==> config.mk <==
export PLATFORM = sky130hd
export DESIGN_NAME = basic_watchdog_timer
export DESIGN_NICKNAME = d
export VERILOG_FILES = /design/src/hw/watch_pkg.sv /design/src/hw/watch_prescaler.sv /design/src/hw/basic_watchdog_timer.sv
export SDC_FILE = /design/constraint.sdc
export NUM_CORES = 1
export LEC_CHECK = 0
export ABC_AREA = 1
export BUFFER_PORTS_ARGS = -buffer_cell sky130_fd_sc_hd__buf_4
export CAP_MARGIN = 30
export CORE_MARGIN = 5
export CORE_UTILIZATION = 50
export CTS_BUF_LIST = sky130_fd_sc_hd__clkbuf_2 sky130_fd_sc_hd__clkbuf_4 sky130_fd_sc_hd__clkbuf_8
export CTS_CLUSTER_DIAMETER = 60
export DETAILED_ROUTE_END_ITERATION = 8
export PLACE_DENSITY = 0.78
export SKIP_LAST_GASP = 1
export SLEW_MARGIN = 20
export SYNTH_ARGS = -nofsm -noshare
export SYNTH_HDL_FRONTEND = slang
export SYNTH_SLANG_ARGS = --single-unit
==> constraint.sdc <==
create_clock -name clk -period 2.54 [get_ports clk]
set_input_delay 0.127 -clock clk [delete_from_list [all_inputs] [get_ports clk]]
set_output_delay 0.127 -clock clk [all_outputs]
set_load 0.05 [all_outputs]
==> src/hw/watch_pkg.sv <==
// Constants, field layout and state types of the basic watchdog timer.
// Assumes one 40 MHz clock that stands for the oscillator clock.
package watch_pkg;

   // ---------------------------------------------------------------
   // Register map
   // ---------------------------------------------------------------
   localparam int ADDR_W = 10;
   localparam logic [7:0] CTRL_IDX = 8'hdc;
   localparam logic [7:0] COUNT_IDX = 8'hdd;
   localparam logic [7:0] IRQ_STS_IDX = 8'he0;
   localparam logic [7:0] IRQ_MSK_IDX = 8'he1;
   localparam logic [ADDR_W-1:0] CTRL_ADDR = {CTRL_IDX, 2'b00};
   localparam logic [ADDR_W-1:0] COUNT_ADDR = {COUNT_IDX, 2'b00};
   localparam logic [ADDR_W-1:0] IRQ_STS_ADDR = {IRQ_STS_IDX, 2'b00};
   localparam logic [ADDR_W-1:0] IRQ_MSK_ADDR = {IRQ_MSK_IDX, 2'b00};

   // ---------------------------------------------------------------
   // Control fields
   // ---------------------------------------------------------------
   localparam logic [7:0] CTRL_RESET = 8'h00;
   localparam int KEY_HI = 7;
   localparam int KEY_LO = 4;
   localparam logic [3:0] WD_OFF_KEY = 4'ha;
   localparam int SEL_HI = 3;
   localparam int SEL_LO = 2;
   localparam int CNT_CLR_BIT = 1;
   localparam int DIV_CLR_BIT = 0;
   localparam logic [1:0] SEL_DIV4096 = 2'h0;
   localparam logic [1:0] SEL_DIV1024 = 2'h1;
   localparam logic [1:0] SEL_DIV128 = 2'h2;

   // ---------------------------------------------------------------
   // Divider and counter
   // ---------------------------------------------------------------
   localparam int DIV_W = 12;
   localparam logic [DIV_W-1:0] MASK_DIV4096 = 12'hfff;
   localparam logic [DIV_W-1:0] MASK_DIV1024 = 12'h3ff;
   localparam logic [DIV_W-1:0] MASK_DIV128 = 12'h07f;
   localparam int CNT_W = 8;
   localparam int CNT_MSB = 7;
   localparam logic [CNT_W-1:0] CNT_MAX = 8'hff;
   localparam logic [CNT_W-1:0] CNT_RESET = 8'h00;

   // ---------------------------------------------------------------
   // Interrupt bits
   // ---------------------------------------------------------------
   localparam int IRQ_W = 2;
   localparam int IRQ_OVF_BIT = 0;
   localparam int IRQ_STAB_BIT = 1;
   localparam int SYNC_W = 3;

   // ---------------------------------------------------------------
   // State types
   // ---------------------------------------------------------------
   typedef enum logic [2:0] {
      ST_STAB = 3'b001,
      ST_RUN = 3'b010,
      ST_STOP = 3'b100
   } mode_t;

   typedef struct packed {
      logic [DIV_W-1:0] div;
      logic tick;
   } presc_state_t;

   typedef struct packed {
      mode_t mode;
      logic [7:0] ctrl;
      logic [CNT_W-1:0] cnt;
      logic [IRQ_W-1:0] sts;
      logic [IRQ_W-1:0] msk;
      logic [SYNC_W-1:0] sync;
      logic wake_lvl;
      logic [31:0] prdata;
      logic pready;
      logic pslverr;
      logic irq;
      logic wd_rst;
      logic cpu_run;
      logic div_clr;
   } core_state_t;

endpackage

==> src/hw/watch_prescaler.sv <==
// Oscillator clock divider with a tap multiplexer.
// Assumes clear and run come from logic on the same clock.
`timescale 1ns/1ps
`default_nettype none
module watch_prescaler
   import watch_pkg::*;
(
   input wire logic clk,
   input wire logic rst_n,
   input wire logic clear,
   input wire logic run,
   input wire logic [1:0] sel,
   output logic tick
);

   presc_state_t s_q;
   presc_state_t s_d;
   logic [DIV_W-1:0] mask;

   // ---------------------------------------------------------------
   // Divider
   // ---------------------------------------------------------------
   always_comb begin
      s_d = s_q;
      unique case (sel)
         SEL_DIV1024: mask = MASK_DIV1024;
         SEL_DIV128: mask = MASK_DIV128;
         default: mask = MASK_DIV4096;
      endcase
      s_d.tick = 1'b0;
      if (clear) begin
         s_d.div = '0;
      end else if (run) begin
         s_d.tick = (s_q.div & mask) == mask;
         s_d.div = s_q.div + 1'b1;
      end
   end

   always_ff @(posedge clk or negedge rst_n) begin
      if (!rst_n) begin
         s_q <= '0;
      end else begin
         s_q <= s_d;
      end
   end

   assign tick = s_q.tick;

endmodule // watch_prescaler
`default_nettype wire

==> src/hw/basic_watchdog_timer.sv <==
// Basic watchdog and stabilization timer with APB registers.
// Assumes stop_enter from the CPU on clk; ext_wake is an outside pin.
`timescale 1ns/1ps
`default_nettype none
module basic_watchdog_timer
   import watch_pkg::*;
(
   input wire logic clk,
   input wire logic rst_n,
   input wire logic psel,
   input wire logic penable,
   input wire logic pwrite,
   input wire logic [ADDR_W-1:0] paddr,
   input wire logic [31:0] pwdata,
   output logic [31:0] prdata,
   output logic pready,
   output logic pslverr,
   input wire logic stop_enter,
   input wire logic ext_wake,
   output logic watch_reset,
   output logic cpu_run,
   output logic general_div_clear,
   output logic irq
);

   core_state_t s_q;
   core_state_t s_d;
   logic tick;
   logic setup;
   logic access;
   logic wr;
   logic wr_ctrl;
   logic wr_sts;
   logic wr_msk;
   logic mapped;
   logic wake_rise;
   logic wd_enabled;
   logic overflow;
   logic stab_done;
   logic [IRQ_W-1:0] events;
   logic [31:0] rd_val;

   // ---------------------------------------------------------------
   // Prescaler
   // ---------------------------------------------------------------
   watch_prescaler u_presc (
      .clk(clk),
      .rst_n(rst_n),
      .clear(s_q.div_clr),
      .run(s_q.mode != ST_STOP),
      .sel(s_q.ctrl[SEL_HI:SEL_LO]),
      .tick(tick)
   );

   // ---------------------------------------------------------------
   // Next state
   // ---------------------------------------------------------------
   always_comb begin
      s_d = s_q;

      // Bus decode
      setup = psel && !penable;
      access = psel && penable && s_q.pready;
      wr = access && pwrite;
      mapped = (paddr == CTRL_ADDR) || (paddr == COUNT_ADDR) ||
               (paddr == IRQ_STS_ADDR) || (paddr == IRQ_MSK_ADDR);
      wr_ctrl = wr && (paddr == CTRL_ADDR);
      wr_sts = wr && (paddr == IRQ_STS_ADDR);
      wr_msk = wr && (paddr == IRQ_MSK_ADDR);

      // Wake pin filter
      s_d.sync = {s_q.sync[SYNC_W-2:0], ext_wake};
      if (s_q.sync[1] == s_q.sync[2]) begin
         s_d.wake_lvl = s_q.sync[2];
      end
      wake_rise = s_d.wake_lvl && !s_q.wake_lvl;

      // Watchdog key
      wd_enabled = s_q.ctrl[KEY_HI:KEY_LO] != WD_OFF_KEY;

      // Counter
      overflow = 1'b0;
      stab_done = 1'b0;
      if (wr_ctrl && pwdata[CNT_CLR_BIT]) begin
         s_d.cnt = CNT_RESET;
      end else if (tick && s_q.mode != ST_STOP) begin
         s_d.cnt = s_q.cnt + 1'b1;
         overflow = s_q.cnt == CNT_MAX;
      end

      // Control register
      if (wr_ctrl) begin
         s_d.ctrl = {pwdata[7:2], 2'b00};
      end
      s_d.div_clr = wr_ctrl && pwdata[DIV_CLR_BIT];

      // Mode sequencing
      s_d.wd_rst = 1'b0;
      unique case (s_q.mode)
         ST_STAB: begin
            s_d.cpu_run = 1'b0;
            if (s_d.cnt[CNT_MSB]) begin
               stab_done = 1'b1;
               s_d.cpu_run = 1'b1;
               s_d.mode = ST_RUN;
            end
         end
         ST_RUN: begin
            if (overflow && wd_enabled) begin
               s_d.wd_rst = 1'b1;
            end
            if (stop_enter) begin
               s_d.mode = ST_STOP;
               s_d.cpu_run = 1'b0;
            end
         end
         ST_STOP: begin
            s_d.cpu_run = 1'b0;
            if (wake_rise) begin
               s_d.cnt = CNT_RESET;
               s_d.mode = ST_STAB;
            end
         end
         default: begin
            s_d.mode = ST_STAB;
            s_d.cpu_run = 1'b0;
         end
      endcase

      // Interrupt status, set wins over clear
      events = '0;
      events[IRQ_OVF_BIT] = overflow;
      events[IRQ_STAB_BIT] = stab_done;
      if (wr_sts) begin
         s_d.sts = s_q.sts & ~pwdata[IRQ_W-1:0];
      end
      s_d.sts = s_d.sts | events;
      if (wr_msk) begin
         s_d.msk = pwdata[IRQ_W-1:0];
      end
      s_d.irq = |(s_d.sts & s_d.msk);

      // Read data
      rd_val = '0;
      if (paddr == CTRL_ADDR) begin
         rd_val[7:0] = s_q.ctrl;
      end else if (paddr == COUNT_ADDR) begin
         rd_val[CNT_W-1:0] = s_q.cnt;
      end else if (paddr == IRQ_STS_ADDR) begin
         rd_val[IRQ_W-1:0] = s_q.sts;
      end else if (paddr == IRQ_MSK_ADDR) begin
         rd_val[IRQ_W-1:0] = s_q.msk;
      end

      // Answer one cycle after setup
      s_d.pready = setup;
      s_d.pslverr = setup && !mapped;
      if (setup) begin
         s_d.prdata = pwrite ? 32'h0000_0000 : rd_val;
      end
   end

   // ---------------------------------------------------------------
   // State register
   // ---------------------------------------------------------------
   always_ff @(posedge clk or negedge rst_n) begin
      if (!rst_n) begin
         s_q <= '0;
         s_q.mode <= ST_STAB;
         s_q.ctrl <= CTRL_RESET;
         s_q.cnt <= CNT_RESET;
      end else begin
         s_q <= s_d;
      end
   end

   // ---------------------------------------------------------------
   // Outputs
   // ---------------------------------------------------------------
   assign prdata = s_q.prdata;
   assign pready = s_q.pready;
   assign pslverr = s_q.pslverr;
   assign watch_reset = s_q.wd_rst;
   assign cpu_run = s_q.cpu_run;
   assign general_div_clear = s_q.div_clr;
   assign irq = s_q.irq;

endmodule // basic_watchdog_timer
`default_nettype wire

==> out/results.txt <==
Async S/R FF share, synth = 1.00
Synth area leader = dfrtp_1
Unrepaired setup endpoints after global routing = false
CTS sink count = 52
Post-synthesis mux area share = 0.00407
Tcrit/Tclk final = 0.642
Cts hold-fix bufs = 2
Met3 WL = 266 µm
FP Rows = 27
CTS tree = built
Max VDD drop = 0.000377 V
Post-Layout Cell Count = 449
DRT antenna net count = 0
Drt drc = 0
Register area = 1300 µm²
# fillers = 518
Setup_tns = 0 ps
Die area = 7120 µm²
Worst Hold Launch = penable
GP Congestion = 0.863
Mean routed wirelength per cell = 11.9 µm
Gate count of the mapped netlist = 339
Via count = 2,150
EDFF count, synth = 0
Vias in the first global route = 2,061
Nets = 428
Final WL = 5320 µm
GRT overflow = 0
TritonCTS Buffers = 5
Port bufs = 38
Hold Crit Depth = 2
Most frequent cell after synthesis = nand2_1
Initial antenna violation count = 0
Die height = 84.4 µm
Xor and xnor area share after synthesis = 0.0127
CP max stage cell = nand3_1
Total Routing Usage GR = 0.153
Mapped Area = 2770 µm²
Outcome = finished clean
Postcts setup bufs = 0
Clk slew on worst S/H paths = 90 ps
Post-synthesis compound-gate area fraction = 0.0828
Post_cts resized = 0
Multi-input logic area = 1160 µm²
Top cell type's share of synthesized area = 0.462
Vias per cell = 4.79
Synth warn = 0
Core Area = 5440 µm²
Synth top area cells = dfrtp_1, nand2_1, buf_4
Fraction of the mapped netlist area in adder cells = 0.0136
Clk_lat worst skew = 310 ps
Layout cell share with drive strength beyond 1 = 0.178
First-pass GRT wire length = 8980 µm
Crit start category = flip-flop
Fin area = 3090 µm²
TritonRoute pass-1 iters = 4
Data arrival, critical path = 1830 ps
PD cells = 508 nW/µm²
Max cap viols = 0
Post-DP HPWL = 4060 µm
Initial DRC count = 119
CP bufs+invs = 0
Reg2reg setup slack = 910 ps
Final hold vios = 0
Largest net degree at the start of global routing = 53
Synthesis-stage register bit count = 52
R2r endpoint = s_q[57]
Crit path kind = flip-flop to flip-flop
Period minus WS final = 1630 ps
WL met2 = 2720 µm
Final Skew = 9.67 ps
Worst slew pin tran = 632 ps
DP Area = 2980 µm²
R2r startpoint = pready
Max incr delay on CP = 450 ps
Main synth FF type = dfrtp_1
LEAKAGE = 0.00165 µW
Fmax = 613 MHz
Main combinational cell family by area after synthesis = simple AND/OR/NAND/NOR gates
Min-Delay Path Class = input port to flip-flop
R2R depth = 4
Hold Path Sink = pready
Avg Synthesized Cell Area = 8.16 µm²
Setup crit end kind = flip-flop
CP required = 2740 ps
Slew Viols, Final = 0
Clock buffer depth = 2
Post-synth cell types = 34
Root buffer cell = clkbuf_8
Met1 wire length = 2320 µm
Post-synth top cells = nand2_1, dfrtp_1, nor2_1
Die width = 84.4 µm
Final Setup Violations = 0
Synth Area in Simple Gates = 0.276
Io pins = 87
ANT cells = 0
Max layer used = met4
Seq/Total Area, Yosys = 0.471
Area Overhead vs Synth = 11.8%
Starting density of the core = 0.508
CP cell instances = nand2_1, nor2_2, nand3_1, mux2_2
Cell family with most CP delay = simple AND/OR/NAND/NOR gates
Post-Place Cells = 439
H-tree depth = 2
Slew HR = 0.579
CP Max Fanout = 12
-- through the flow --
stage	worst slack (ps)	hold slack, ps	util	power, µW
final	909	18.1	0.568	1570
after global routing	789	15.7	0.568	1640
after floorplan	1060	-169	-	1070
after detailed placement	931	191	0.548	1100
after global placement	958	192	0.548	1100
after CTS	921	11.9	0.568	1580
-- worst max path at each step --
| stage | from | end | cells after the start |
|---|---|---|---|
| global placement | pready | s_q[57] | 4 |
| global route | pready | s_q[57] | 4 |
| detailed placement | pready | s_q[57] | 4 |
| floorplan | pready | s_q[56] | 6 |
| CTS | pready | s_q[57] | 4 |
| finish | pready | s_q[57] | 4 |
-- cell families after synthesis --
logic type               count (synthesis)
AO/OA/AOI/OAI                           38
buffers and inverters                   70
flip-flops                              52
AND/OR/NAND/NOR                        170
XOR/XNOR                                 4
multiplexers                             1
adder cells (fa/ha/maj)                  3
other                                    1
-- layer usage --
layer / track usage / up-vias
met5: 0 / -
met3: 0.0373 / 3
li1: - / 1100
met2: 0.269 / 47
met1: 0.184 / 1000
met4: 0.0504 / 0
-- cell usage in the layout, fill, tap and decap left out, types with 8 or more instances in the layout --
cell type,netlist,routed
nand2_1,82,82
a21oi_1,18,18
inv_1,34,34
conb_1,1,24
dfrtp_1,51,51
nor2_1,41,41
buf_4,32,38
o21ai_0,10,10
nor3_1,8,8
nand3_1,19,19
-- state kept, by name (all words and copies together), names as in the netlist, 2 cells and up --
name	count
u_presc.s_q	12
prdata	8
s_d	2
s_q	23
-- area by class of cell --
cell class,count,area share
tap,72,0.0291
sequential,52,0.421
multi-input combinational,240,0.377
clock inverter,1,0.00162
timing repair buffer,40,0.0988
inverter,37,0.0449
clock buffer,7,0.0271
-- report_power, final --
group	switching, µW	internal [µW]
combinational	156	50.9
sequential	21.9	860
clock	265	215
total	442	1130
Note: power is estimated with default switching activity, not from simulation.
